## config.mk

```make
export PLATFORM = sky130hd
export DESIGN_NAME = ea_calc
export DESIGN_NICKNAME = d
export VERILOG_FILES = /design/src/inc/ea_calc_pkg.sv /design/src/rtl/ea_calc.sv /design/src/rtl/ea_truncate.sv
export SDC_FILE = /design/constraint.sdc
export NUM_CORES = 1
export LEC_CHECK = 0
export BUFFER_PORTS_ARGS = -buffer_cell sky130_fd_sc_hd__buf_2
export CORE_MARGIN = 4
export CORE_UTILIZATION = 56
export CTS_CLUSTER_DIAMETER = 100
export DETAILED_ROUTE_END_ITERATION = 10
export HOLD_SLACK_MARGIN = 0.02
export PLACE_DENSITY = 0.79
export SYNTH_ARGS = -nofsm -noshare
export SYNTH_HDL_FRONTEND = slang
export SYNTH_HIERARCHICAL = 1
export SYNTH_SLANG_ARGS = --single-unit
```

## constraint.sdc

```tcl
create_clock -name clk_i -period 21.9 [get_ports clk_i]
set_input_delay 1.095 -clock clk_i [delete_from_list [all_inputs] [get_ports clk_i]]
set_output_delay 1.095 -clock clk_i [all_outputs]
set_load 0.02 [all_outputs]
```

## src/inc/ea_calc_pkg.sv

```systemverilog
package ea_calc_pkg;
  // addressing modes
  typedef enum logic [3:0] {
    mode_reg_direct = 4'h0,
    mode_reg_indirect = 4'h1,
    mode_disp16 = 4'h2,
    mode_disp32 = 4'h3,
    mode_post_inc = 4'h4,
    mode_pre_dec = 4'h5,
    mode_abs8 = 4'h6,
    mode_abs16 = 4'h7,
    mode_abs24 = 4'h8,
    mode_abs32 = 4'h9,
    mode_imm = 4'ha,
    mode_pc_rel8 = 4'hb,
    mode_pc_rel16 = 4'hc,
    mode_mem_indirect = 4'hd
  } ea_mode_t;

  // instruction classes
  typedef enum logic [2:0] {
    cls_arith = 3'h0,
    cls_transfer = 3'h1,
    cls_bit = 3'h2,
    cls_branch = 3'h3,
    cls_jump = 3'h4,
    cls_other = 3'h5
  } instr_class_t;

  // access size
  typedef enum logic [1:0] {
    size_byte = 2'h0,
    size_word = 2'h1,
    size_long = 2'h2
  } access_size_t;

  // sequencer states, one bit changing from idle to calc to done
  typedef enum logic [1:0] {
    st_idle = 2'b00,
    st_calc = 2'b01,
    st_ptr_wait = 2'b10,
    st_done = 2'b11
  } seq_state_t;

  localparam int unsigned word_bits = 16;
  localparam int unsigned addr_bits = 32;
  localparam int unsigned func_code_msb = 15;
  localparam int unsigned func_code_lsb = 12;
  localparam int unsigned addr_reg_bits = 3;
  localparam int unsigned data_reg_bits = 4;
  localparam int unsigned bit_num_bits = 3;
  localparam int unsigned trap_imm_bits = 2;
  localparam int unsigned addr_reg_lsb = 4;
  localparam int unsigned data_reg_lsb = 0;
  localparam int unsigned bit_num_lsb = 4;
  localparam int unsigned trap_imm_lsb = 4;
  localparam logic [31:0] step_byte = 32'h0000_0001;
  localparam logic [31:0] step_word = 32'h0000_0002;
  localparam logic [31:0] step_long = 32'h0000_0004;
  localparam logic [15:0] abs8_upper = 16'hffff;
  localparam logic [7:0] prog_upper = 8'h00;
  localparam logic [31:0] prog_mask = 32'h00ff_ffff;
  localparam logic [31:0] normal_mask = 32'h0000_ffff;
  localparam logic [31:0] even_mask = 32'hffff_fffe;
  localparam logic [31:0] reset_addr = 32'h0000_0000;
endpackage : ea_calc_pkg

```

## src/rtl/ea_calc.sv

```systemverilog
`timescale 1ns/100ps
// Behaviour
// RULE1: instructions are whole 16-bit words.
// RULE2: function code is the top four bits; second field also decoded.
// RULE3: address register fields 3 bits; data register fields 3 or 4 bits.
// RULE4: extension is 8, 16 or 32 bits of immediate, address or displacement.
// RULE5: arithmetic uses register direct or immediate; transfers exclude pc-rel and indirect.
// RULE6: bit ops use direct, indirect or absolute; bit number register or 3-bit immediate.
// RULE7: register direct selects byte, word half or longword register.
// RULE8: indirect program address keeps low 24 bits, upper eight zero.
// RULE9: displacement added to register; 16-bit displacement sign-extended.
// RULE10: post-increment uses register address then address_add_small 1, 2 or 4.
// RULE11: pre-decrement subtracts 1, 2 or 4, uses and stores result.
// RULE12: software keeps register even for word and longword auto-steps.
// RULE13: abs8 upper ones, abs16 sign-extended, abs32 unmodified.
// RULE14: abs24 only for program addresses, upper eight zero; code also accepts abs24 for transfer and other classes.
// RULE15: small add/subtract imply immediate; trap carries 2-bit vector select.
// RULE16: pc-relative displacement sign-extended, added to next address, upper eight zero.
// RULE17: reach -126..+128 short, -32766..+32768 long from branch.
// RULE18: pc-relative only for branches; memory indirect only for jumps.
// RULE19: memory indirect pointer address zero-extended, 0 to 255.
// RULE20: pointer is word in normal, longword with zero first byte advanced.
// RULE21: odd word, longword or branch address has bit zero cleared.
// RULE22: normal mode discards upper bits, leaving 16-bit address.
// RULE23: static normal/advanced input, captured after reset, governs every calculation.
module ea_calc (
  input wire logic clk_i,
  input wire logic rst_i,
  input wire logic advanced_i,
  input wire logic start_i,
  input wire logic [15:0] instr_word_i,
  input wire logic [3:0] second_code_i,
  input wire logic [3:0] mode_i,
  input wire logic [2:0] class_i,
  input wire logic [1:0] size_i,
  input wire logic [31:0] ext_i,
  input wire logic [31:0] reg_value_i,
  input wire logic [31:0] next_pc_i,
  input wire logic ptr_valid_i,
  input wire logic [31:0] ptr_data_i,
  output logic [3:0] function_code_o,
  output logic [3:0] second_code_o,
  output logic [2:0] addr_reg_o,
  output logic [3:0] data_reg_o,
  output logic [2:0] bit_num_o,
  output logic [1:0] trap_vector_o,
  output logic ptr_req_o,
  output logic [31:0] ptr_addr_o,
  output logic ptr_long_o,
  output logic [31:0] ea_o,
  output logic [31:0] reg_wb_o,
  output logic reg_wb_en_o,
  output logic is_prog_o,
  output logic ea_valid_o,
  output logic mode_illegal_o
);
  ////////////////////////////////////////////////////////////////////////
  ea_calc_pkg::seq_state_t state;
  ea_calc_pkg::ea_mode_t mode_q;
  ea_calc_pkg::instr_class_t class_q;
  ea_calc_pkg::access_size_t size_q;
  logic adv_q;
  logic adv_taken;
  logic [15:0] instr_q;
  logic [31:0] ext_q;
  logic [31:0] reg_q;
  logic [31:0] pc_q;
  logic [31:0] step;
  logic [31:0] raw_ea;
  logic [31:0] raw_wb;
  logic prog_addr;
  logic need_even;
  logic legal;
  logic [31:0] shaped_ea;
  logic [31:0] shaped_wb;
  logic [31:0] shaped_ptr;
  logic [31:0] ptr_target;

  ////////////////////////////////////////////////////////////////////////
  // mode strap taken on the first clock after reset, then frozen
  always_ff @(posedge clk_i or posedge rst_i) begin
    if (rst_i) begin
      adv_q <= 1'b0;
      adv_taken <= 1'b0;
    end else if (!adv_taken) begin
      adv_q <= advanced_i; // RULE23
      adv_taken <= 1'b1;
    end
  end

  // operands except second_code_i latched at start so later input changes do not disturb a calculation
  always_ff @(posedge clk_i or posedge rst_i) begin
    if (rst_i) begin
      mode_q <= ea_calc_pkg::mode_reg_direct;
      class_q <= ea_calc_pkg::cls_other;
      size_q <= ea_calc_pkg::size_byte;
      instr_q <= 16'h0000;
      ext_q <= ea_calc_pkg::reset_addr;
      reg_q <= ea_calc_pkg::reset_addr;
      pc_q <= ea_calc_pkg::reset_addr;
    end else if (start_i && state == ea_calc_pkg::st_idle) begin
      mode_q <= ea_calc_pkg::ea_mode_t'(mode_i);
      class_q <= ea_calc_pkg::instr_class_t'(class_i);
      size_q <= ea_calc_pkg::access_size_t'(size_i);
      instr_q <= instr_word_i; // RULE1
      ext_q <= ext_i; // RULE4
      reg_q <= reg_value_i;
      pc_q <= next_pc_i;
    end
  end

  ////////////////////////////////////////////////////////////////////////
  // field decode
  always_ff @(posedge clk_i or posedge rst_i) begin
    if (rst_i) begin
      function_code_o <= 4'h0;
      second_code_o <= 4'h0;
      addr_reg_o <= 3'h0;
      data_reg_o <= 4'h0;
      bit_num_o <= 3'h0;
      trap_vector_o <= 2'h0;
    end else if (state == ea_calc_pkg::st_calc) begin
      function_code_o <= instr_q[ea_calc_pkg::func_code_msb:ea_calc_pkg::func_code_lsb]; // RULE2
      second_code_o <= second_code_i; // RULE2
      addr_reg_o <= instr_q[ea_calc_pkg::addr_reg_lsb +: ea_calc_pkg::addr_reg_bits]; // RULE3
      data_reg_o <= instr_q[ea_calc_pkg::data_reg_lsb +: ea_calc_pkg::data_reg_bits]; // RULE7
      bit_num_o <= instr_q[ea_calc_pkg::bit_num_lsb +: ea_calc_pkg::bit_num_bits]; // RULE6
      trap_vector_o <= instr_q[ea_calc_pkg::trap_imm_lsb +: ea_calc_pkg::trap_imm_bits]; // RULE15
    end
  end

  ////////////////////////////////////////////////////////////////////////
  // legality of mode against instruction class
  always_comb begin
    case (class_q)
      ea_calc_pkg::cls_arith: legal = (mode_q == ea_calc_pkg::mode_reg_direct) ||
                                      (mode_q == ea_calc_pkg::mode_imm); // RULE5
      ea_calc_pkg::cls_transfer: legal = (mode_q != ea_calc_pkg::mode_pc_rel8) &&
                                         (mode_q != ea_calc_pkg::mode_pc_rel16) &&
                                         (mode_q != ea_calc_pkg::mode_mem_indirect); // RULE5
      ea_calc_pkg::cls_bit: legal = (mode_q == ea_calc_pkg::mode_reg_direct) ||
                                    (mode_q == ea_calc_pkg::mode_reg_indirect) ||
                                    (mode_q == ea_calc_pkg::mode_abs8) ||
                                    (mode_q == ea_calc_pkg::mode_abs16) ||
                                    (mode_q == ea_calc_pkg::mode_abs32); // RULE6
      ea_calc_pkg::cls_branch: legal = (mode_q == ea_calc_pkg::mode_pc_rel8) ||
                                       (mode_q == ea_calc_pkg::mode_pc_rel16); // RULE18
      ea_calc_pkg::cls_jump: legal = (mode_q == ea_calc_pkg::mode_mem_indirect) ||
                                     (mode_q == ea_calc_pkg::mode_reg_indirect) ||
                                     (mode_q == ea_calc_pkg::mode_abs24); // RULE18
      default: legal = (mode_q != ea_calc_pkg::mode_pc_rel8) &&
                       (mode_q != ea_calc_pkg::mode_pc_rel16) &&
                       (mode_q != ea_calc_pkg::mode_mem_indirect); // RULE18
    endcase
  end

  ////////////////////////////////////////////////////////////////////////
  // raw address arithmetic
  always_comb begin
    case (size_q)
      ea_calc_pkg::size_word: step = ea_calc_pkg::step_word;
      ea_calc_pkg::size_long: step = ea_calc_pkg::step_long;
      default: step = ea_calc_pkg::step_byte;
    endcase
  end

  always_comb begin
    raw_ea = reg_q;
    raw_wb = reg_q;
    prog_addr = (class_q == ea_calc_pkg::cls_branch) || (class_q == ea_calc_pkg::cls_jump);
    case (mode_q)
      ea_calc_pkg::mode_reg_indirect: raw_ea = reg_q; // RULE8
      ea_calc_pkg::mode_disp16: raw_ea = reg_q + {{16{ext_q[15]}}, ext_q[15:0]}; // RULE9
      ea_calc_pkg::mode_disp32: raw_ea = reg_q + ext_q; // RULE9
      ea_calc_pkg::mode_post_inc: raw_wb = reg_q + step; // RULE10
      ea_calc_pkg::mode_pre_dec: begin
        raw_ea = reg_q - step; // RULE11
        raw_wb = reg_q - step; // RULE11
      end
      ea_calc_pkg::mode_abs8: raw_ea = {ea_calc_pkg::abs8_upper, {8{1'b1}}, ext_q[7:0]}; // RULE13
      ea_calc_pkg::mode_abs16: raw_ea = {{16{ext_q[15]}}, ext_q[15:0]}; // RULE13
      ea_calc_pkg::mode_abs24: begin
        raw_ea = {ea_calc_pkg::prog_upper, ext_q[23:0]}; // RULE14
        prog_addr = 1'b1; // RULE14
      end
      ea_calc_pkg::mode_abs32: raw_ea = ext_q; // RULE13
      ea_calc_pkg::mode_imm: raw_ea = ext_q; // RULE4
      // next_pc already points past the branch, giving -126..+128 for short
      ea_calc_pkg::mode_pc_rel8: raw_ea = pc_q + {{24{ext_q[7]}}, ext_q[7:0]}; // RULE16 RULE17
      ea_calc_pkg::mode_pc_rel16: raw_ea = pc_q + {{16{ext_q[15]}}, ext_q[15:0]}; // RULE16 RULE17
      ea_calc_pkg::mode_mem_indirect: raw_ea = {24'h000000, ext_q[7:0]}; // RULE19
      default: raw_ea = reg_q;
    endcase
  end

  // byte data accesses and immediates keep bit zero; program addresses, the pointer table address included, are evened
  assign need_even = prog_addr || (size_q != ea_calc_pkg::size_byte);

  ea_truncate u_trunc_ea (
    .addr_i(raw_ea),
    .prog_i(prog_addr),
    .even_i(need_even && mode_q != ea_calc_pkg::mode_imm),
    .advanced_i(adv_q),
    .addr_o(shaped_ea)
  );

  // the register itself is written back untouched by the evening logic
  assign shaped_wb = raw_wb;

  // fetched pointer: word in normal, longword with zero top byte in advanced
  always_comb begin
    if (adv_q) begin
      ptr_target = {ea_calc_pkg::prog_upper, ptr_data_i[23:0]}; // RULE20
    end else begin
      ptr_target = {16'h0000, ptr_data_i[15:0]}; // RULE20
    end
  end

  ea_truncate u_trunc_ptr (
    .addr_i(ptr_target),
    .prog_i(1'b1),
    .even_i(1'b1),
    .advanced_i(adv_q),
    .addr_o(shaped_ptr)
  );

  ////////////////////////////////////////////////////////////////////////
  always_ff @(posedge clk_i or posedge rst_i) begin
    if (rst_i) begin
      state <= ea_calc_pkg::st_idle;
    end else begin
      case (state)
        ea_calc_pkg::st_idle: if (start_i) state <= ea_calc_pkg::st_calc;
        ea_calc_pkg::st_calc: begin
          if (legal && mode_q == ea_calc_pkg::mode_mem_indirect) begin
            state <= ea_calc_pkg::st_ptr_wait;
          end else begin
            state <= ea_calc_pkg::st_done;
          end
        end
        ea_calc_pkg::st_ptr_wait: if (ptr_valid_i) state <= ea_calc_pkg::st_done;
        ea_calc_pkg::st_done: state <= ea_calc_pkg::st_idle;
        default: state <= ea_calc_pkg::st_idle;
      endcase
    end
  end

  always_ff @(posedge clk_i or posedge rst_i) begin
    if (rst_i) begin
      ea_o <= ea_calc_pkg::reset_addr;
      reg_wb_o <= ea_calc_pkg::reset_addr;
      reg_wb_en_o <= 1'b0;
      is_prog_o <= 1'b0;
      ea_valid_o <= 1'b0;
      mode_illegal_o <= 1'b0;
      ptr_req_o <= 1'b0;
      ptr_addr_o <= ea_calc_pkg::reset_addr;
      ptr_long_o <= 1'b0;
    end else begin
      ea_valid_o <= 1'b0;
      reg_wb_en_o <= 1'b0;
      case (state)
        ea_calc_pkg::st_calc: begin
          mode_illegal_o <= !legal;
          is_prog_o <= prog_addr;
          if (legal && mode_q == ea_calc_pkg::mode_mem_indirect) begin
            ptr_req_o <= 1'b1;
            ptr_addr_o <= shaped_ea; // RULE19
            ptr_long_o <= adv_q; // RULE20
          end else begin
            ea_o <= shaped_ea; // RULE22
            ea_valid_o <= 1'b1;
            reg_wb_o <= shaped_wb;
            reg_wb_en_o <= legal && (mode_q == ea_calc_pkg::mode_post_inc ||
                                     mode_q == ea_calc_pkg::mode_pre_dec); // RULE10 RULE11
          end
        end
        ea_calc_pkg::st_ptr_wait: begin
          if (ptr_valid_i) begin
            ptr_req_o <= 1'b0;
            ea_o <= shaped_ptr; // RULE21
            ea_valid_o <= 1'b1;
          end
        end
        default: ptr_req_o <= ptr_req_o;
      endcase
    end
  end

  ////////////////////////////////////////////////////////////////////////
  property p_normal_trunc;
    @(posedge clk_i) disable iff (rst_i)
      ea_valid_o && !adv_q |-> ea_o[31:16] == 16'h0000;
  endproperty
  a_normal_trunc: assert property (p_normal_trunc) else $error("normal ea above 16 bits"); // RULE22

  property p_prog_upper;
    @(posedge clk_i) disable iff (rst_i)
      ea_valid_o && is_prog_o |-> ea_o[31:24] == 8'h00 && ea_o[0] == 1'b0;
  endproperty
  a_prog_upper: assert property (p_prog_upper) else $error("program address not shaped"); // RULE8

  property p_post_inc;
    @(posedge clk_i) disable iff (rst_i)
      state == ea_calc_pkg::st_calc && legal && mode_q == ea_calc_pkg::mode_post_inc
      |=> reg_wb_en_o && reg_wb_o == $past(reg_q) + $past(step);
  endproperty
  a_post_inc: assert property (p_post_inc) else $error("post-increment write-back wrong"); // RULE10

  property p_pre_dec;
    @(posedge clk_i) disable iff (rst_i)
      state == ea_calc_pkg::st_calc && legal && mode_q == ea_calc_pkg::mode_pre_dec
      |=> reg_wb_en_o && reg_wb_o == $past(reg_q) - $past(step);
  endproperty
  a_pre_dec: assert property (p_pre_dec) else $error("pre-decrement write-back wrong"); // RULE11

  property p_abs8;
    @(posedge clk_i) disable iff (rst_i)
      state == ea_calc_pkg::st_calc && mode_q == ea_calc_pkg::mode_abs8 && adv_q
      |=> ea_o[31:8] == 24'hffffff;
  endproperty
  a_abs8: assert property (p_abs8) else $error("abs8 upper bits not ones"); // RULE13

  property p_arith_legal;
    @(posedge clk_i) disable iff (rst_i)
      state == ea_calc_pkg::st_calc && class_q == ea_calc_pkg::cls_arith &&
      mode_q == ea_calc_pkg::mode_abs16 |=> mode_illegal_o;
  endproperty
  a_arith_legal: assert property (p_arith_legal) else $error("arith mode not refused"); // RULE5

  property p_ptr_range;
    @(posedge clk_i) disable iff (rst_i)
      $rose(ptr_req_o) |-> ptr_addr_o[31:8] == 24'h000000;
  endproperty
  a_ptr_range: assert property (p_ptr_range) else $error("pointer address above 255"); // RULE19

  property p_ptr_done;
    @(posedge clk_i) disable iff (rst_i)
      ptr_req_o && ptr_valid_i |=> ea_valid_o && !ptr_req_o && ea_o[0] == 1'b0;
  endproperty
  a_ptr_done: assert property (p_ptr_done) else $error("pointer target not delivered"); // RULE20

  property p_mode_frozen;
    @(posedge clk_i) disable iff (rst_i)
      adv_taken |=> $stable(adv_q);
  endproperty
  a_mode_frozen: assert property (p_mode_frozen) else $error("address mode changed"); // RULE23
endmodule : ea_calc

```

## src/rtl/ea_truncate.sv

```systemverilog
`timescale 1ns/100ps
// final address shaping shared by the operand and fetched-pointer paths
module ea_truncate (
  input wire logic [31:0] addr_i,
  input wire logic prog_i,
  input wire logic even_i,
  input wire logic advanced_i,
  output logic [31:0] addr_o
);
  logic [31:0] t0;
  logic [31:0] t1;
  always_comb begin
    t0 = prog_i ? (addr_i & ea_calc_pkg::prog_mask) : addr_i; // RULE8
    t1 = even_i ? (t0 & ea_calc_pkg::even_mask) : t0; // RULE21
    addr_o = advanced_i ? t1 : (t1 & ea_calc_pkg::normal_mask); // RULE22
  end
endmodule : ea_truncate

```

* Word level (Yosys, flattened, before mapping) *
Cells that the tools add are included.

operators by class
  muxes and demuxes = 25
  reductions and logical operators = 29
  add/sub/neg operators = 6
  equality and inequality tests = 29
  bitwise gates (word level) = 1

operators by type and width
  kind                count
  $pmux 32 s10        1
  $add 32x32->32      5
  $mux 32             4
  $pmux 32 s2         2
  $mux 24             2
  $sub 32x32->32      1
  $eq 4x4->1 const B  6
  $eq 4x3->1 const B  4
  $ne 4x4->1 const B  4
  $logic_or 1x1->1    11
  $mux 1              9
  $eq 4x2->1 const B  2
  $pmux 2 s4          1
  $eq 2x2->1 const B  3
  $eq 3x2->1 const B  2
  $logic_and 1x1->1   6
  $ne 2x2->1 const B  3
  $pmux 3 s2          1
  $reduce_and 2->1    3
  $reduce_and 3->1    2
  $eq 2x1->1 const B  2
  $eq 4x1->1 const B  1
  $logic_not 4->1     1
  $mux 2              2
  10 further kinds    12

storage, ports and cells
  register bits = 244

* Depth between registers and ports, before layout *
  depth after elaboration = 9
  mapped depth = 20
  mapped depth without buffers = 18

* By module *
The synthesis kept the hierarchy.

by module, submodules not included
  module       cells each  seq. area each (µm²)  instances  area an instance (µm²)
  ea_calc      1984        5933.2                1          18034.8
  ea_truncate  33          0.0                   2          265.3

* Worst setup path after synthesis *
Ideal clock, no wire load.

  kind = register to register
  start = register mode_q[1]
  end = register ptr_addr_o[30]
  setup time = 125 ps
  buffers on the path = 3
  stages on the path, launching flop included = 19
  arrival = 4623 ps
  period minus slack after synthesis = 4748 ps
  required time = 21775 ps
  path slack = 17152 ps
  path through = dfrtp_1 clkbuf_1 buf_1 nor3_2 clkbuf_1 o21ai_0 ha_1 fa_1 a211oi_1 o21ai_1 a31o_2 a41o_1 a21oi_1 or4b_2 o31a_1 o221ai_1 o32a_1 and3b_2 mux2_2

on the way
  elaborated cells between the ends (all ways) = 34
  those cells by class = eq/ne: 15; mux: 5; reduce/logical: 14

RTL lines
  element                    line               RTL
  start, declared            ea_calc.sv:59      ea_calc_pkg::ea_mode_t mode_q;
  start signal, assigned     ea_calc.sv:94      mode_q <= ea_calc_pkg::mode_reg_direct;
  start signal, assigned     ea_calc.sv:102     mode_q <= ea_calc_pkg::ea_mode_t'(mode_i);
  $eq 4x4->1                 ea_calc.sv:171     case (mode_q)
  $reduce_or 2->1 (no line)  n/a
  $pmux 32 s10 (*)           ea_calc.sv:171
  via raw_ea[30]             ea_calc.sv:69      logic [31:0] raw_ea;
  $mux 32 (*)                ea_truncate.sv:13  t0 = prog_i ? (addr_i & ea_calc_pkg::prog_mask) : addr_i;
  $mux 32 (*)                ea_truncate.sv:15  addr_o = advanced_i ? t1 : (t1 & ea_calc_pkg::normal_mask);
  via shaped_ea[30]          ea_calc.sv:74      logic [31:0] shaped_ea;
  end signal, assigned       ea_calc.sv:257     ptr_addr_o <= ea_calc_pkg::reset_addr;
  end signal, assigned       ea_calc.sv:268     ptr_addr_o <= shaped_ea;
  end, declared              ea_calc.sv:48      output logic [31:0] ptr_addr_o,

The timed path passes the listed nets; every way through them passes the cells marked *.
A chain may end at the register's enable or synchronous reset.

* Worst setup path after layout *
  start = register mode_q[2]
  end = register ea_o[30]

on the way
  elaborated cells between the ends (all ways) = 37
  those cells by class = eq/ne: 16; mux: 7; reduce/logical: 14

RTL lines
  element                    line               RTL
  $eq 4x4->1                 ea_calc.sv:171
  $reduce_or 2->1 (no line)  n/a
  $pmux 32 s10 (*)           ea_calc.sv:171
  via raw_ea[30]             ea_calc.sv:69
  $mux 32 (*)                ea_truncate.sv:13
  $mux 32 (*)                ea_truncate.sv:15
  via shaped_ea[30]          ea_calc.sv:74
  $mux 32 (*)                ea_calc.sv:266     if (legal && mode_q == ea_calc_pkg::mode_mem_indirect) begin
  $pmux 32 s2 (*)            ea_calc.sv:262     case (state)
  end signal, assigned       ea_calc.sv:250     ea_o <= ea_calc_pkg::reset_addr;
  end signal, assigned       ea_calc.sv:271     ea_o <= shaped_ea;
  end signal, assigned       ea_calc.sv:281     ea_o <= shaped_ptr;
  end, declared              ea_calc.sv:50      output logic [31:0] ea_o,

The timed path passes the listed nets; every way through them passes the cells marked *. The select of a mux whose other input is x is not followed.

==> results by group <==
Global route
  – Antenna violations before repair: 0
  – First-pass GRT wire length: 90050 um
  – GRT Util Overall: 0.3094
  – Number of global-route vias before repair: 16220
  – Largest net degree at the start of global routing: 84
  – GRT Residual Overflow: 0

Worst setup path
  – Slowest cell on the critical path: dfrtp_1
  – CP Max Fanout: 35
  – Crit path launch type: flop
  – Worst path required time: around 22 ns
  – R2r endpoint: ea_o[30]
  – FF-to-FF path depth: 18
  – Crit-path cells: nand2_1 -> nor3_4 -> buf_4 -> o21ai_0 -> ha_1 -> fa_1 -> a211oi_1 -> o21ai_1 -> a31o_2 -> a41o_1 -> a21oi_1 -> or4b_2 -> o31a_1 -> o221ai_1 -> o32a_1 -> and3b_2 -> mux2i_1 -> o21ai_1
  – CP endpoint: ea_o[30]
  – Crit path top cell by count: o21ai_1
  – Critical path origin: mode_q[2]
  – Crit Path Category: flop to flop
  – Critical path arrival: 6.13 ns
  – Max stage delay on crit path: 0.82 ns
  – CP Capture Type: flop
  – Reg2Reg Setup Slack: between 15 and 20 ns
  – Reg2reg start: mode_q[2]

Floorplan
  – Io pins: 284
  – Die Wd: 190.1 um
  – Num rows: 66
  – CORE AREA: about 0.033 sq mm
  – Full die area: roughly 0.036 sq mm
  – Die Ht: 190.1 um
  – Initial Utilization: 0.5692

Clock tree
  – Worst skew pair latency: 0.54 ns
  – CTS-repair resized insts: 0
  – TritonCTS Buffers: 25
  – CTS tree: built
  – H-tree depth: 1
  – Hold-fix buffers, CTS: 0
  – Setup Buffers After CTS: 0
  – Reg clk slew, reported paths: 0.06 ns
  – Clk root buf: clkbuf_16
  – Max Root-Sink Buffers: 3
  – CTS sink count: approximately 240

Synth
  – Syn Inst Count: between 2000 and 2500
  – Most numerous cell in the Yosys netlist: dfrtp_1
  – Yosys reg bits: 237
  – Area share of the leading cell type in the synthesized netlist: 0.3168
  – Unique masters post-synth: 84
  – Number of synthesized flops with an enable pin: 0
  – Top cells by count, synth: dfrtp_1, mux2_2, nand2_1
  – Primary FF master, synth: dfrtp_1
  – Asr flop ratio synth: 1.000
  – Synth Warn #: 6
  – Cell Area, Synth: 0.01857 sq mm
  – Seq/Total Area, Yosys: 0.3196
  – Area leader, netlist: dfrtp_1
  – Largest cells by area after synthesis: dfrtp_1, mux2_2, ha_1
  – Avg Inst Size Synth: 9.056 sq um

Drt
  – Wire length on met1: approximately 25000 um
  – Final ANT Viol Nets: 0
  – Starting DRC count in detailed routing: 1537
  – Routed vias: 16620
  – Final wirelength: 57230 um
  – Wire length on met3: 5953 um
  – Metal2 WL: 24720 um
  – DR top layer: met4
  – Drc violations: 0
  – Vias/cell: 6.193
  – Pre-antenna DRT Iters: 6
  – DR WL/cell: 21.33 um

STA
  – Final Setup Violations: 0
  – Crit path time final: about 5.8 ns
  – Worst slew pin tran: 1.177 ns
  – Final setup TNS: 0 ns
  – Unrepaired setup endpoints after global routing: no
  – Slew HR: 0.2153
  – Final Skew: 0.01938 ns
  – Final period util: 0.2631
  – Hold Fails Final Rpt: 0
  – Max Freq: approximately 170 MHz
  – Final-report max-slew violation count: 0

Placement
  – Final GP Congestion: 0.9484
  – Post-DP HPWL: 43390 um
  – Port Buffer Count: 270

Hold path
  – Hold WC Path Type: flop to flop
  – Hold depth: 2

Outcome
  – Status: completed

Finish
  – Share of layout cells above drive strength 1: 0.2610
  – # nets final: between 2000 and 3000
  – Syn-to-layout area delta: 11.98%
  – # diodes: 0

Job
  – Max cap viols: 0
==> stage by stage <==
step / cells / area [sq um] / util / hold WS, ns / worst slack (ns)
2_1_floorplan: 2066 / 18630 / - / 0.4737 / 14.31
5_1_grt: 2683 / 20790 / 0.6373 / 0.5009 / 15.75
3_5_place_dp: 2639 / 19910 / 0.6104 / 0.4680 / 16.21
6_report: 2683 / 20790 / 0.6373 / 0.4793 / 16.14
3_3_place_gp: 2639 / 19910 / 0.6104 / 0.4610 / 16.30
4_1_cts: 2683 / 20790 / 0.6373 / 0.4827 / 16.20
==> cell families (layout without fill, tap and decap cells) <==
kind of cell / Yosys count / in the layout / share of synthesized area
AOI/OAI and AO/OA: 577 / 577 / 0.1989
and+or+nand+nor: 561 / 561 / 0.1518
DFF: 237 / 237 / 0.3196
muxes: 234 / 234 / 0.1394
buffers and inverters: 205 / 380 / 0.05392
adders and majority gates: 117 / 117 / 0.08081
xor gates and xnor gates: 117 / 117 / 0.05520
other: 2 / 18 / 0.0004045
==> flip-flops by register name (all words and copies together) (netlist names), 11 cells and up <==
| register | flops |
|---|---|
| instr_q | 11 |
| reg_wb_o | 32 |
| reg_q | 32 |
| ext_q | 32 |
| pc_q | 32 |
| ptr_addr_o | 32 |
| ea_o | 32 |
==> placed cells by master (no fill, tap or decap), types with 7 or more instances in the layout <==
cell and count:
a2111oi_0 9, a211oi_1 28, a21o_1 41, a21oi_1 148, a221oi_1 31, a31oi_1 17
and2_1 23, and2_2 12, and3_1 11, and3b_2 12, buf_2 270, buf_4 19
clkbuf_16 25, conb_1 18, dfrtp_1 235, ha_1 110, inv_1 46, mux2_2 196
mux2i_1 38, nand2_1 178, nand2b_1 16, nand3_1 40, nand3b_1 7, nand4_1 22
nor2_1 131, nor2b_1 18, nor3_1 30, nor4_1 11, o211ai_1 13, o21a_1 17
o21ai_0 118, o21ai_1 41, o21bai_1 19, o221ai_1 9, o22ai_1 9, o31ai_1 9
or3_1 14, xnor2_1 66, xor2_1 51
==> how the worst min path moves through the flow <==
stage,slack [ns],from,to
after floorplan,0.47,instr_q[4],bit_num_o[0]
after global placement,0.46,reg_wb_o[25],reg_wb_o[25]
after detailed placement,0.47,reg_wb_o[1],reg_wb_o[1]
after CTS,0.48,reg_wb_o[1],reg_wb_o[1]
after global routing,0.50,reg_wb_o[1],reg_wb_o[1]
final,0.48,reg_wb_o[1],reg_wb_o[1]
==> layer usage <==
layer | GRT usage | vias to the layer above
met5 | 0 | -
met4 | 0.07012 | 0
met3 | 0.06349 | 90
met2 | 0.4751 | 782
met1 | 0.4532 | 7944
li1 | - | 7799
==> cell type report <==
type / instances / area [sq um]
clock buffer: 31 / 678.2
clock inverter: 13 / 198.9
fill: 2783 / 11830
inverter: 47 / 183.9
multi-input combinational: 1624 / 11750
sequential: 237 / 5933
tap: 442 / 553.0
timing repair buffer: 289 / 1494
==> worst max-delay path: cells and delay by family (launching register included) <==
family,cells,cell delay [ns]
buffers and inverters,1,0.44
multiplexers,1,0.15
AO/OA/AOI/OAI,10,2.33
flip-flops,1,0.82
AND/OR/NAND/NOR,4,1.07
adder cells (fa/ha/maj),2,0.76
Power is not shown: default switching activity piles up to over one toggle a cycle in this logic, so the estimate is an artifact.
